==> config.mk <==
export PLATFORM = sky130hd
export DESIGN_NAME = tfm_irq
export DESIGN_NICKNAME = d
export VERILOG_FILES = /design/src/hdl/tfm_pkg.sv /design/src/hdl/tfm_irq.sv
export VERILOG_INCLUDE_DIRS = /design/src /design/src/hdl
export SDC_FILE = /design/constraint.sdc
export NUM_CORES = 1
export LEC_CHECK = 0
export BUFFER_PORTS_ARGS = -buffer_cell sky130_fd_sc_hd__buf_2
export CAP_MARGIN = 20
export CELL_PAD_IN_SITES_DETAIL_PLACEMENT = 1
export CELL_PAD_IN_SITES_GLOBAL_PLACEMENT = 1
export CORE_MARGIN = 2
export CORE_UTILIZATION = 23
export CTS_BUF_LIST = sky130_fd_sc_hd__clkbuf_8
export DETAILED_ROUTE_END_ITERATION = 10
export GPL_TIMING_DRIVEN = 1
export PLACE_DENSITY_LB_ADDON = 0.1
export SLEW_MARGIN = 10
export SYNTH_ARGS = -nofsm -noshare
export SYNTH_HDL_FRONTEND = slang
export SYNTH_SLANG_ARGS = --single-unit
==> constraint.sdc <==
create_clock -name clk_i -period 2.15 [get_ports clk_i]
set_input_delay 0.3225 -clock clk_i [delete_from_list [all_inputs] [get_ports clk_i]]
set_output_delay 0.3225 -clock clk_i [all_outputs]
set_load 0.02 [all_outputs]
==> src/hdl/tfm_consts.svh <==
// constants for the timer interrupt flag and mask block
`ifndef TFM_CONSTS_SVH
`define TFM_CONSTS_SVH
// register byte offsets
`define TFM_T1_FLAGS_OFS 8'h00
`define TFM_T1_MASK_OFS 8'h04
`define TFM_T3_FLAGS_OFS 8'h08
`define TFM_T3_MASK_OFS 8'h0c
`define TFM_CTRL_OFS 8'h10
// field positions
`define TFM_BIT_OVF 0
`define TFM_BIT_CMPA 1
`define TFM_BIT_CMPB 2
`define TFM_BIT_CMPC 3
`define TFM_BIT_CAP 5
`define TFM_IMPL_MASK 8'h2f
`define TFM_RESET_VAL 8'h00
`endif

==> src/hdl/tfm_pkg.sv <==
// types for the timer interrupt flag and mask block
package tfm_pkg;
    // per timer hardware events, one cycle pulses
    typedef struct packed {
        logic capture_pin;
        logic top_reached;
        logic capture_is_top;
        logic cmp_a_match;
        logic cmp_b_match;
        logic cmp_c_match;
        logic force_cmp_a;
        logic force_cmp_b;
        logic force_cmp_c;
        logic overflow;
        logic overflow_mode;
    } tfm_evt_s;
    // vector acknowledge from the core, one bit per source
    typedef struct packed {
        logic capture;
        logic cmp_c;
        logic cmp_b;
        logic cmp_a;
        logic overflow;
    } tfm_ack_s;
    typedef logic [7:0] tfm_byte_t;
endpackage : tfm_pkg

==> src/hdl/tfm_irq.sv <==
// flag and mask logic for both 16-bit timers with wishbone slave
//
// Contract
// - cmp A request when enabled and global on
// - overflow request when enabled and global on
// - capture pin event sets capture flag
// - capture-as-top mode: flag sets at top
// - capture flag cleared by vector or one
// - compare flags set cycle after match
// - forced compare never sets a flag
// - compare flags cleared by vector or one
// - overflow flag set per waveform mode
// - overflow flag cleared by vector or one
// - reserved flag bits read zero
// - capture request when enabled and global on
// - cmp C request when enabled and global on
// - cmp B request when enabled and global on
`timescale 1ns/1ns
`include "tfm_consts.svh"

module tfm_irq (
    // clock and reset
    input wire logic clk_i,
    input wire logic rst_i,
    // wishbone slave
    input wire logic cyc_i,
    input wire logic stb_i,
    input wire logic we_i,
    input wire logic [7:0] adr_i,
    input wire logic [3:0] sel_i,
    input wire logic [31:0] dat_i,
    output logic [31:0] dat_o,
    output logic ack_o,
    // timer events and vector acknowledges
    input wire tfm_pkg::tfm_evt_s evt1_i,
    input wire tfm_pkg::tfm_evt_s evt3_i,
    input wire tfm_pkg::tfm_ack_s vack1_i,
    input wire tfm_pkg::tfm_ack_s vack3_i,
    // requests to the core
    output tfm_pkg::tfm_ack_s req1_o,
    output tfm_pkg::tfm_ack_s req3_o,
    output logic irq_o
);

    // ************************************************************
    // helper functions
    // ************************************************************
    // hardware set sources from the events
    function automatic tfm_pkg::tfm_byte_t set_bits(
        input tfm_pkg::tfm_evt_s e
    );
        tfm_pkg::tfm_byte_t s;
        s = 8'h00;
        // pin disconnected when capture register is top
        s[`TFM_BIT_CAP] = e.capture_is_top ? e.top_reached
                                           : e.capture_pin;
        // match pulse arrives in the cycle it occurs; flag lands next
        s[`TFM_BIT_CMPA] = e.cmp_a_match;
        s[`TFM_BIT_CMPB] = e.cmp_b_match;
        s[`TFM_BIT_CMPC] = e.cmp_c_match;
        // outside normal and ctc, the counter qualifies the overflow
        s[`TFM_BIT_OVF] = e.overflow;
        return s;
    endfunction : set_bits

    function automatic tfm_pkg::tfm_byte_t ack_bits(
        input tfm_pkg::tfm_ack_s a
    );
        tfm_pkg::tfm_byte_t c;
        c = 8'h00;
        c[`TFM_BIT_CAP] = a.capture;
        c[`TFM_BIT_CMPC] = a.cmp_c;
        c[`TFM_BIT_CMPB] = a.cmp_b;
        c[`TFM_BIT_CMPA] = a.cmp_a;
        c[`TFM_BIT_OVF] = a.overflow;
        return c;
    endfunction : ack_bits

    function automatic tfm_pkg::tfm_ack_s pick(
        input tfm_pkg::tfm_byte_t v
    );
        tfm_pkg::tfm_ack_s r;
        r.capture = v[`TFM_BIT_CAP];
        r.cmp_c = v[`TFM_BIT_CMPC];
        r.cmp_b = v[`TFM_BIT_CMPB];
        r.cmp_a = v[`TFM_BIT_CMPA];
        r.overflow = v[`TFM_BIT_OVF];
        return r;
    endfunction : pick

    // ************************************************************
    // bus decode
    // ************************************************************
    logic wr_stb;
    logic rd_stb;
    tfm_pkg::tfm_byte_t flags_r [2];
    tfm_pkg::tfm_byte_t mask_r [2];
    tfm_pkg::tfm_byte_t set_v [2];
    tfm_pkg::tfm_byte_t clr_v [2];
    logic gie_r;
    logic [31:0] rd_nxt;

    // ack_o gating stops a held request being taken twice
    assign wr_stb = cyc_i && stb_i && we_i && !ack_o && sel_i[0];
    assign rd_stb = cyc_i && stb_i && !ack_o;

    always_ff @(posedge clk_i) begin
        if (rst_i) begin
            ack_o <= 1'b0;
        end else begin
            ack_o <= cyc_i && stb_i && !ack_o;
        end
    end

    always_comb begin
        rd_nxt = 32'h00000000;
        unique case (adr_i)
            `TFM_T1_FLAGS_OFS: rd_nxt[7:0] = flags_r[0];
            `TFM_T1_MASK_OFS: rd_nxt[7:0] = mask_r[0];
            `TFM_T3_FLAGS_OFS: rd_nxt[7:0] = flags_r[1];
            `TFM_T3_MASK_OFS: rd_nxt[7:0] = mask_r[1];
            `TFM_CTRL_OFS: rd_nxt[0] = gie_r;
            default: rd_nxt = 32'h00000000;
        endcase
    end

    always_ff @(posedge clk_i) begin
        if (rst_i) begin
            dat_o <= 32'h00000000;
        end else if (rd_stb) begin
            dat_o <= rd_nxt;
        end
    end

    always_ff @(posedge clk_i) begin
        if (rst_i) begin
            gie_r <= 1'b0;
        end else if (wr_stb && adr_i == `TFM_CTRL_OFS) begin
            gie_r <= dat_i[0];
        end
    end

    // ************************************************************
    // per timer flags and masks
    // ************************************************************
    // one body, two copies: timer 1 at index 0, timer 3 at index 1
    always_comb begin
        set_v[0] = set_bits(evt1_i);
        set_v[1] = set_bits(evt3_i);
        clr_v[0] = ack_bits(vack1_i);
        clr_v[1] = ack_bits(vack3_i);
        // only ones written clear; zeros leave flags alone
        if (wr_stb && adr_i == `TFM_T1_FLAGS_OFS) begin
            clr_v[0] = clr_v[0] | dat_i[7:0];
        end
        if (wr_stb && adr_i == `TFM_T3_FLAGS_OFS) begin
            clr_v[1] = clr_v[1] | dat_i[7:0];
        end
    end

    for (genvar t = 0; t < 2; t++) begin : g_tmr
        always_ff @(posedge clk_i) begin
            if (rst_i) begin
                flags_r[t] <= `TFM_RESET_VAL;
            end else begin
                // set is or-ed last so a same cycle event survives
                flags_r[t] <= ((flags_r[t] & ~clr_v[t]) | set_v[t])
                              & `TFM_IMPL_MASK;
            end
        end
        always_ff @(posedge clk_i) begin
            if (rst_i) begin
                mask_r[t] <= `TFM_RESET_VAL;
            end else if (wr_stb && adr_i == (t == 0 ? `TFM_T1_MASK_OFS
                                                    : `TFM_T3_MASK_OFS)) begin
                mask_r[t] <= dat_i[7:0] & `TFM_IMPL_MASK;
            end
        end
    end

    // ************************************************************
    // requests
    // ************************************************************
    // registered: a request lags its flag by one cycle
    always_ff @(posedge clk_i) begin
        if (rst_i) begin
            req1_o <= '0;
            req3_o <= '0;
            irq_o <= 1'b0;
        end else begin
            req1_o <= pick(flags_r[0] & mask_r[0] & {8{gie_r}});
            req3_o <= pick(flags_r[1] & mask_r[1] & {8{gie_r}});
            irq_o <= gie_r && (|(flags_r[0] & mask_r[0])
                               || |(flags_r[1] & mask_r[1]));
        end
    end

    // ************************************************************
    // assertions
    // ************************************************************
    a_cmpa_req: assert property (@(posedge clk_i) disable iff (rst_i)
        req1_o.cmp_a == $past(flags_r[0][1] && mask_r[0][1] && gie_r))
        else $error("cmp a request wrong");
    a_ovf_req: assert property (@(posedge clk_i) disable iff (rst_i)
        req3_o.overflow == $past(flags_r[1][0] && mask_r[1][0] && gie_r))
        else $error("overflow request wrong");
    a_cap_set: assert property (@(posedge clk_i) disable iff (rst_i)
        evt1_i.capture_pin && !evt1_i.capture_is_top |=> flags_r[0][5])
        else $error("capture flag not set");
    a_cap_top: assert property (@(posedge clk_i) disable iff (rst_i)
        evt1_i.capture_is_top && !evt1_i.top_reached && !$past(rst_i)
        && !flags_r[0][5] |=> !flags_r[0][5] || $past(evt1_i.top_reached))
        else $error("capture flag set from pin in top mode");
    a_cap_clr: assert property (@(posedge clk_i) disable iff (rst_i)
        vack1_i.capture && !set_v[0][5] |=> !flags_r[0][5])
        else $error("capture flag not cleared");
    a_cmp_set: assert property (@(posedge clk_i) disable iff (rst_i)
        evt3_i.cmp_b_match ##1 1'b1 |-> flags_r[1][2])
        else $error("compare flag not set");
    a_force_none: assert property (@(posedge clk_i) disable iff (rst_i)
        evt1_i.force_cmp_c && !evt1_i.cmp_c_match && !flags_r[0][3]
        |=> !flags_r[0][3])
        else $error("forced compare set flag");
    a_sw_clr: assert property (@(posedge clk_i) disable iff (rst_i)
        wr_stb && adr_i == `TFM_T3_FLAGS_OFS && dat_i[1]
        && !set_v[1][1] |=> !flags_r[1][1])
        else $error("write one did not clear");
    a_rsvd_zero: assert property (@(posedge clk_i) disable iff (rst_i)
        (flags_r[0] & ~`TFM_IMPL_MASK) == 8'h00
        && (flags_r[1] & ~`TFM_IMPL_MASK) == 8'h00)
        else $error("reserved flag bit set");
    a_set_wins: assert property (@(posedge clk_i) disable iff (rst_i)
        evt3_i.overflow && vack3_i.overflow |=> flags_r[1][0])
        else $error("set lost to clear");
    a_cmpb_req: assert property (@(posedge clk_i) disable iff (rst_i)
        req3_o.cmp_b == $past(flags_r[1][2] && mask_r[1][2] && gie_r))
        else $error("cmp b request wrong");
    a_cmpc_req: assert property (@(posedge clk_i) disable iff (rst_i)
        req1_o.cmp_c == $past(flags_r[0][3] && mask_r[0][3] && gie_r))
        else $error("cmp c request wrong");
    a_cap_req: assert property (@(posedge clk_i) disable iff (rst_i)
        req3_o.capture == $past(flags_r[1][5] && mask_r[1][5] && gie_r))
        else $error("capture request wrong");
    a_irq_level: assert property (@(posedge clk_i) disable iff (rst_i)
        irq_o == $past(gie_r && (|(flags_r[0] & mask_r[0])
                                 || |(flags_r[1] & mask_r[1]))))
        else $error("interrupt level wrong");
    a_ovf_set: assert property (@(posedge clk_i) disable iff (rst_i)
        evt1_i.overflow |=> flags_r[0][0])
        else $error("overflow flag not set");
    a_ovf_clr: assert property (@(posedge clk_i) disable iff (rst_i)
        vack3_i.overflow && !set_v[1][0] |=> !flags_r[1][0])
        else $error("overflow flag not cleared");
    a_cmpa_clr: assert property (@(posedge clk_i) disable iff (rst_i)
        vack1_i.cmp_a && !set_v[0][1] |=> !flags_r[0][1])
        else $error("compare flag not cleared by vector");
    a_t3_cap_set: assert property (@(posedge clk_i) disable iff (rst_i)
        evt3_i.capture_pin && !evt3_i.capture_is_top |=> flags_r[1][5])
        else $error("timer 3 capture flag not set");
    a_t3_force: assert property (@(posedge clk_i) disable iff (rst_i)
        evt3_i.force_cmp_a && !evt3_i.cmp_a_match && !flags_r[1][1]
        |=> !flags_r[1][1])
        else $error("timer 3 forced compare set flag");
    a_zero_keep: assert property (@(posedge clk_i) disable iff (rst_i)
        wr_stb && adr_i == `TFM_T1_FLAGS_OFS && dat_i[7:0] == 8'h00
        && vack1_i == '0
        |=> flags_r[0] == ($past(flags_r[0] | set_v[0]) & `TFM_IMPL_MASK))
        else $error("zero write changed a flag");
    a_mask_rsvd: assert property (@(posedge clk_i) disable iff (rst_i)
        ((mask_r[0] | mask_r[1]) & ~`TFM_IMPL_MASK) == 8'h00)
        else $error("reserved mask bit set");
    a_rd_high: assert property (@(posedge clk_i) disable iff (rst_i)
        dat_o[31:8] == 24'h000000)
        else $error("read data upper bits set");
    a_reset_zero: assert property (@(posedge clk_i) disable iff (rst_i)
        $past(rst_i) |-> flags_r[0] == 8'h00 && flags_r[1] == 8'h00
        && mask_r[0] == 8'h00 && mask_r[1] == 8'h00 && !gie_r)
        else $error("state not zero after reset");

endmodule : tfm_irq

; After elaboration in Yosys (flattened, before gate mapping)
; Memories as Yosys holds them, arrays and structs flattened.
; Cells that the tools add are included.
[op_classes]
n_eq_ne = 4
mux = 19
bitwise_logic = 16
reduce_logical = 16
[op_table]
columns = op, count
row1 = $pmux W7 S4, 1
row2 = $and A6 B6 Y6, 4
row3 = $or A6 B6 Y6, 4
row4 = $mux W5, 4
row5 = $and A8 B8 Y8, 2
row6 = $eq A8 B4 Y1 const B, 2
row7 = $reduce_or A8 Y1, 2
row8 = $mux W6, 2
row9 = $not A6 Y6, 2
row10 = $logic_and A1 B1 Y1, 11
row11 = $mux W1, 11
row12 = $eq A8 B3 Y1 const B, 1
row13 = $eq A8 B5 Y1 const B, 1
row14 = $logic_not A8 Y1, 1
row15 = $pmux W1 S5, 1
row16 = $or A1 B1 Y1, 4
row17 = $logic_not A1 Y1, 1
row18 = $logic_or A1 B1 Y1, 1
[word_totals]
ff_bits = 21
ram_bits = 20
elab_cells = 71
n_memories = 2
[mem_list]
columns = name, depth, word_bits, read_ports, rd_ports_with_merged_regs, write_ports, line
row1 = flags_r, 2, 5, 2, 0, 2, tfm_irq.sv:96  ; tfm_pkg::tfm_byte_t flags_r [2];
row2 = mask_r, 2, 5, 2, 0, 2, tfm_irq.sv:97  ; tfm_pkg::tfm_byte_t mask_r [2];

; Longest topological paths before layout
; Gate-level depths: netlist of run 1.
[depth]
depth_word = 10
depth_mapped = 5

; Least setup slack after synthesis of run 1
; Ideal clock, no wire load.
[synth_timing]
path_type = input -> register
from = input adr_i[5]
to = memory mask_r[0][0] (netlist bit) (enable)
setup_ns = 0.349
t_arrival_ns = 1.734
required_time_ns = 1.801
path_slack_ns = 0.068
cell_stages = 5
path_buffers = 1
cell_sequence = or4_4 -> nor3_4 -> nand4_4 -> buf_6 -> o21bai_1
[synth_lines]
columns = element, line
row1 = from (decl), tfm_irq.sv:29  ; input wire logic [7:0] adr_i,
row2 = to (decl), tfm_irq.sv:97

==> flow_metrics.py, run 1 <==
metrics = {
    "run_status": {
        "outcome": "finished clean",
    },
    "cts": {
        "cts_buffer_depth": 2,
        "clock_latency_ns": 0.29,
        "htree_num_levels": 2,
        "cts_root_buf": "clkbuf_8",
        "clk_pin_slew_worst_paths_ns": 0.08,
        "cts_made_buffers": 5,
        "holdBufCountCts": 0,
        "post_cts_buffers": 0,
        "clock-sinks": 38,
        "cts_tree": "built",
        "cts_resized": 0,
    },
    "place": {
        "gp_congestion": 0.7863,
        "port_buffers": 59,
        "place_area_um2": 2315,
        "post-dp-hpwl_mm": 4.165,
    },
    "power": {
        "powerDensity_nw_per_um2": 610.8,
        "ir_drop_v": 0.0002364,
        "p_leak_nw": 1.088,
    },
    "sta": {
        "setup_viol": 0,
        "min_period_ns": 1.690,
        "rsz0062_at_grt": "no",
        "fmax_mhz": 591.7,
        "setup_tns_ns": 0,
        "hold_violations": 0,
        "clock_skew_ns": 0.005082,
        "period_share_pct": 78.60,
        "drv_slew": 0,
    },
    "yosys": {
        "synthTopCellsByArea": "dfxtp_1 29%, edfxtp_1 15%, buf_4 10%, nand2_1 3.9%, mux4_2 3.5%",
        "ys_seq_elements": 38,
        "ys.flop_type": "dfxtp_1",
        "async_reset_ff_share_pct": 0,
        "synth_cell_types": 43,
        "synthCells": 201,
        "syn_area_um2": 1938,
        "avgSynthCellArea_um2": 9.642,
        "synth-edff-count": 10,
        "yosysTopAreaCell": "dfxtp_1",
        "ys_seq_area_share_pct": 44.42,
        "synth.top_cell.area_share_pct": 28.92,
        "synth_warnings": 0,
    },
    "setup_path": {
        "crit_type": "primary input to register",
        "cp.required_ns": 2.17,
        "cp-startpoint": "adr_i[4]",
        "cp-end-kind": "register",
        "critPathArrivalTime_ns": 1.71,
        "cp_max_fo": 4,
        "start_kind": "primary input",
        "r2r_start": "ack_o",
    },
    "final_layout": {
        "area_growth_pct": 23.82,
        "antenna_cells": 0,
        "fin_area_um2": 2400,
        "num-nets-final": 351,
        "drive_above_1_share_pct": 34.32,
        "utilization_pct": 29.35,
    },
    "floorplan": {
        "dieWidth_um": 95.80,
        "rows": 33,
        "die_h_um": 95.80,
        "initial_core_util_pct": 23.71,
        "io_pins": 125,
        "core_area_um2": 8175,
        "dieArea_um2": 9177,
    },
    "route": {
        "routed_wl_mm": 5.137,
        "drt_iter0_drc": 38,
        "dr.pass1.iters": 4,
        "wl_per_cell_um": 13.66,
        "drcViolationCount": 0,
        "ant_nets": 0,
        "vias_per_cell": 4.165,
        "vias": 1566,
    },
    "job": {
        "max_cap_viol_count": 0,
    },
    "global_routing": {
        "antenna_found_initial": 0,
        "grt_remaining_overflow": 0,
        "grt_pass1_vias": 1525,
        "grt_pass1_wl_mm": 8.052,
        "grt_use_total_pct": 11.92,
        "grt_max_degree": 21,
    },
    "worst_hold_path": {
        "worstHoldStart": "dat_i[5]",
        "hp-class": "primary input to register",
    },
}
==> cell usage in the layout, fill, tap and decap left out, types with 4 or more instances in the layout <==
master	count
buf_2	59
nand3_1	4
buf_4	13
nor2_1	17
a21oi_1	12
mux2i_1	4
dfxtp_1	28
a311oi_1	7
inv_1	17
nand2_1	20
nor3_1	7
conb_1	27
edfxtp_1	10
clkbuf_8	5
==> metal layers <==
metal	vias to the layer above	global-route usage (%)	part of all wire (%)
met5	-	0	0
met4	0	3.214	0
met3	0	3.211	5.6
met2	51	19.00	48
met1	725	15.93	47
li1	790	-	-
==> report_power, final <==
part / switching [mW] / internal [mW] / total, mW
registers: 0.0173 / 0.755 / 0.773
clock network: 0.254 / 0.222 / 0.476
logic: 0.134 / 0.0836 / 0.217
==> cells in the mapped netlist (all sizes together) (3+ instances only) <==
cell	n
buf	29
dfxtp	28
nand2	20
inv	17
nor2	17
a21oi	12
edfxtp	10
nor3	8
a311oi	7
clkbuf	7
nor4b	5
mux2i	4
nand3	4
nor4	4
mux4	3
nand4	3
==> metrics by stage <==
| step | setup WS, ns | total power, mW | hold slack [ns] | instances |
|---|---|---|---|---|
| 2_1_floorplan | 0.06751 | 0.9538 | 0.4205 | 227 |
| 3_3_place_gp | 0.1499 | 1.009 | 0.4469 | 368 |
| 3_5_place_dp | 0.1375 | 1.010 | 0.4493 | 368 |
| 4_1_cts | 0.4510 | 1.496 | 0.2499 | 376 |
| 5_1_grt | 0.3818 | 1.557 | 0.2613 | 376 |
| 6_report | 0.4600 | 1.466 | 0.2582 | 376 |
==> sequential cells by signal, summed over array words and instances (netlist names) <==
register  flops
req3_o        5
req1_o        5
flags_r      10
gie_r         1
ack_o         1
dat_o         5
mask_r       10
irq_o         1
==> area by class of cell <==
class                   count  area [µm²]
fillers                  1002        5776
multi-input cells         136       865.8
flip-flops and latches     38       860.8
repair buffers             72       392.9
well taps                 105       131.4
clock buffers               5       68.82
inverters                  17       63.81
clock inverters             3       16.27
==> logic make-up after synthesis <==
logic type / Yosys count / synth area share (%)
multiplexers: 9 / 6.714
AND/OR/NAND/NOR: 71 / 22.27
other: 1 / 0.1935
flip-flops: 38 / 44.42
AO/OA/AOI/OAI: 29 / 10.46
buffers and inverters: 53 / 15.95
==> final timing paths <==
kind / cells past startpoint / slack, ns / end
setup / recovery: 6 / 0.46 / mask_r[1][2]
hold reg to reg: 2 / 0.45 / dat_o[1]
hold / removal: 2 / 0.26 / flags_r[1][4]
setup reg to reg: 4 / 0.69 / gie_r
==> critical path, stage by stage <==
cell	delay, ns
buf_2	0.13
or4_4	0.56
nor3_4	0.19
nand4_4	0.14
o21bai_1	0.20
buf_4	0.16
No activity file was read; power rests on OpenSTA's default activity.
==> run 2: changes to the inputs <==
Settings changed: ABC_AREA from default to 1.
Clock period 2.15 ns to 1.6 ns, I/O delays scaled along.
==> flow_metrics.py, run 2 <==
metrics = {
    "run_status": {
        "outcome": "finished clean",
    },
    "final_layout": {
        "final_cell_mix": "59 x buf_2, 41 x nand2_1, 39 x nor2_1, 30 x inv_1, 28 x dfxtp_1",
        "multi_input_area_um2": 834.6,
        "seqCellArea_um2": 860.8,
        "num-nets-final": 395,
        "fillers": 1055,
        "finalNonFillerCells": 420,
        "fin_area_um2": 2362,
        "utilization_pct": 28.75,
        "drive_above_1_share_pct": 27.62,
        "area_growth_pct": 21.26,
        "antenna_cells": 0,
        "reg_top3": "flags_r x10, mask_r x10",
        "final_common_cell": "buf_2",
    },
    "route": {
        "vias": 1672,
        "dr.pass1.iters": 4,
        "drcViolationCount": 0,
        "vias_per_cell": 3.981,
        "routed_wl_mm": 5.129,
        "wl_per_cell_um": 12.21,
        "ant_nets": 0,
        "drt_iter0_drc": 46,
    },
    "place": {
        "place_inst": 412,
        "port_buffers": 59,
        "dp_slack_ns": 0.1748,
        "post-dp-hpwl_mm": 4.211,
        "place_area_um2": 2281,
        "gp_congestion": 0.7606,
    },
    "cts": {
        "cts_root_buf": "clkbuf_8",
        "clock-sinks": 38,
        "post_cts_buffers": 0,
        "holdBufCountCts": 0,
        "clock_latency_ns": 0.29,
        "cts_made_buffers": 5,
        "clk_pin_slew_worst_paths_ns": 0.08,
        "cts_tree": "built",
        "cts_buffer_depth": 2,
        "htree_num_levels": 2,
        "cts_resized": 0,
    },
    "power": {
        "ir_drop_v": 0.0002638,
        "powerDensity_nw_per_um2": 801.9,
        "p_leak_nw": 1.182,
        "total_power_mw": 1.894,
    },
    "setup_path": {
        "crit_path_top_delay_cell": "dfxtp_1",
        "critPathArrivalTime_ns": 1.30,
        "cp-end-kind": "register",
        "cp_num_buf_inv": 1,
        "crit_type": "register to register",
        "cp_cell_sequence": "nor2_4, inv_2, nor2_8, nand3_1, nand2_1",
        "cpPeakStageDelay_ns": 0.33,
        "critical_path.top_delay_family": "simple AND/OR/NAND/NOR gates",
        "cp.required_ns": 1.58,
        "cp_max_fo": 7,
        "start_kind": "register",
    },
    "floorplan": {
        "io_pins": 125,
        "dieArea_um2": 9223,
        "core_area_um2": 8217,
        "initial_core_util_pct": 23.71,
        "rows": 33,
        "die_h_um": 96.04,
        "dieWidth_um": 96.04,
    },
    "yosys": {
        "ys_top_cells_by_count": "41 x nand2_1, 39 x nor2_1, 29 x inv_1, 28 x dfxtp_1, 27 x buf_4",
        "ys_seq_elements": 38,
        "synth_cell_types": 31,
        "syn_area_um2": 1948,
        "ys.flop_type": "dfxtp_1",
        "synth.top_cell.area_share_pct": 28.77,
        "yosysMostFrequentCell": "nand2_1",
        "synth-edff-count": 10,
        "synth_warnings": 0,
        "yosysTopAreaCell": "dfxtp_1",
        "avgSynthCellArea_um2": 7.855,
        "async_reset_ff_share_pct": 0,
        "synthCells": 248,
        "ys_seq_area_share_pct": 44.19,
        "synthTopCellsByArea": "dfxtp_1 29%, edfxtp_1 15%, buf_4 10%, nand2_1 7.9%, nor2_1 7.5%",
    },
    "global_routing": {
        "grt_pass1_vias": 1579,
        "antenna_found_initial": 0,
        "grt_max_degree": 18,
        "grt_use_total_pct": 11.81,
        "grt_pass1_wl_mm": 8.066,
        "grt_remaining_overflow": 0,
    },
    "job": {
        "max_cap_viol_count": 0,
    },
    "sta": {
        "drv_slew": 0,
        "hold_violations": 0,
        "fmax_mhz": 757.9,
        "hold_slack_ns": 0.1838,
        "min_period_ns": 1.320,
        "rsz0062_at_grt": "no",
        "clock_skew_ns": 0.008085,
        "setup_viol": 0,
        "layout_setup_ws_ns": 0.2805,
        "period_share_pct": 82.47,
        "setup_tns_ns": 0,
    },
    "worst_hold_path": {
        "hp-class": "primary input to register",
    },
}
==> run 2: power breakdown <==
part	internal [mW]	switching, mW
clock	0.293	0.320
sequential	1.01	0.0238
combinational	0.0766	0.167
==> run 2: cell families (layout without fill, tap and decap cells) <==
kind of cell,after synthesis,after routing,synth area share (%)
AOI/OAI and AO/OA,31,31,8.478
DFF,38,38,44.19
muxes,2,2,1.028
and+or+nand+nor,113,113,28.13
other,1,27,0.1925
buffers and inverters,63,104,17.98
==> run 2: path summary, 6_finish.rpt <==
| path | from | end | slack, ns | depth (start not counted) |
|---|---|---|---|---|
| max | ack_o | mask_r[0][3] | 0.28 | 5 |
| min | evt3_i[1] | flags_r[1][0] | 0.18 | 3 |
| max reg2reg | ack_o | mask_r[0][3] | 0.28 | 5 |
| min reg2reg | dat_o[1] | dat_o[1] | 0.47 | 2 |
==> run 2: area by class of cell <==
| type | count | area share, % |
|---|---|---|
| multi-input cells | 173 | 35.33 |
| well taps | 105 | 5.561 |
| clock inverters | 3 | 0.5297 |
| repair buffers | 63 | 13.77 |
| clock buffers | 5 | 2.913 |
| flip-flops and latches | 38 | 36.44 |
| inverters | 33 | 5.456 |
==> run 2: tightest hold or removal path, delay by kind of cell <==
family,cells,cell delay (ns)
AOI/OAI and AO/OA,1,0.05
buffers and inverters,2,0.13
==> run 2: routing by layer <==
metal | routed length (µm) | GRT usage, % | up-vias
met5 | 0 | 0 | -
met4 | 59 | 3.571 | 0
met3 | 251 | 2.741 | 5
met2 | 2402 | 18.75 | 48
met1 | 2415 | 15.90 | 759
li1 | - | - | 860
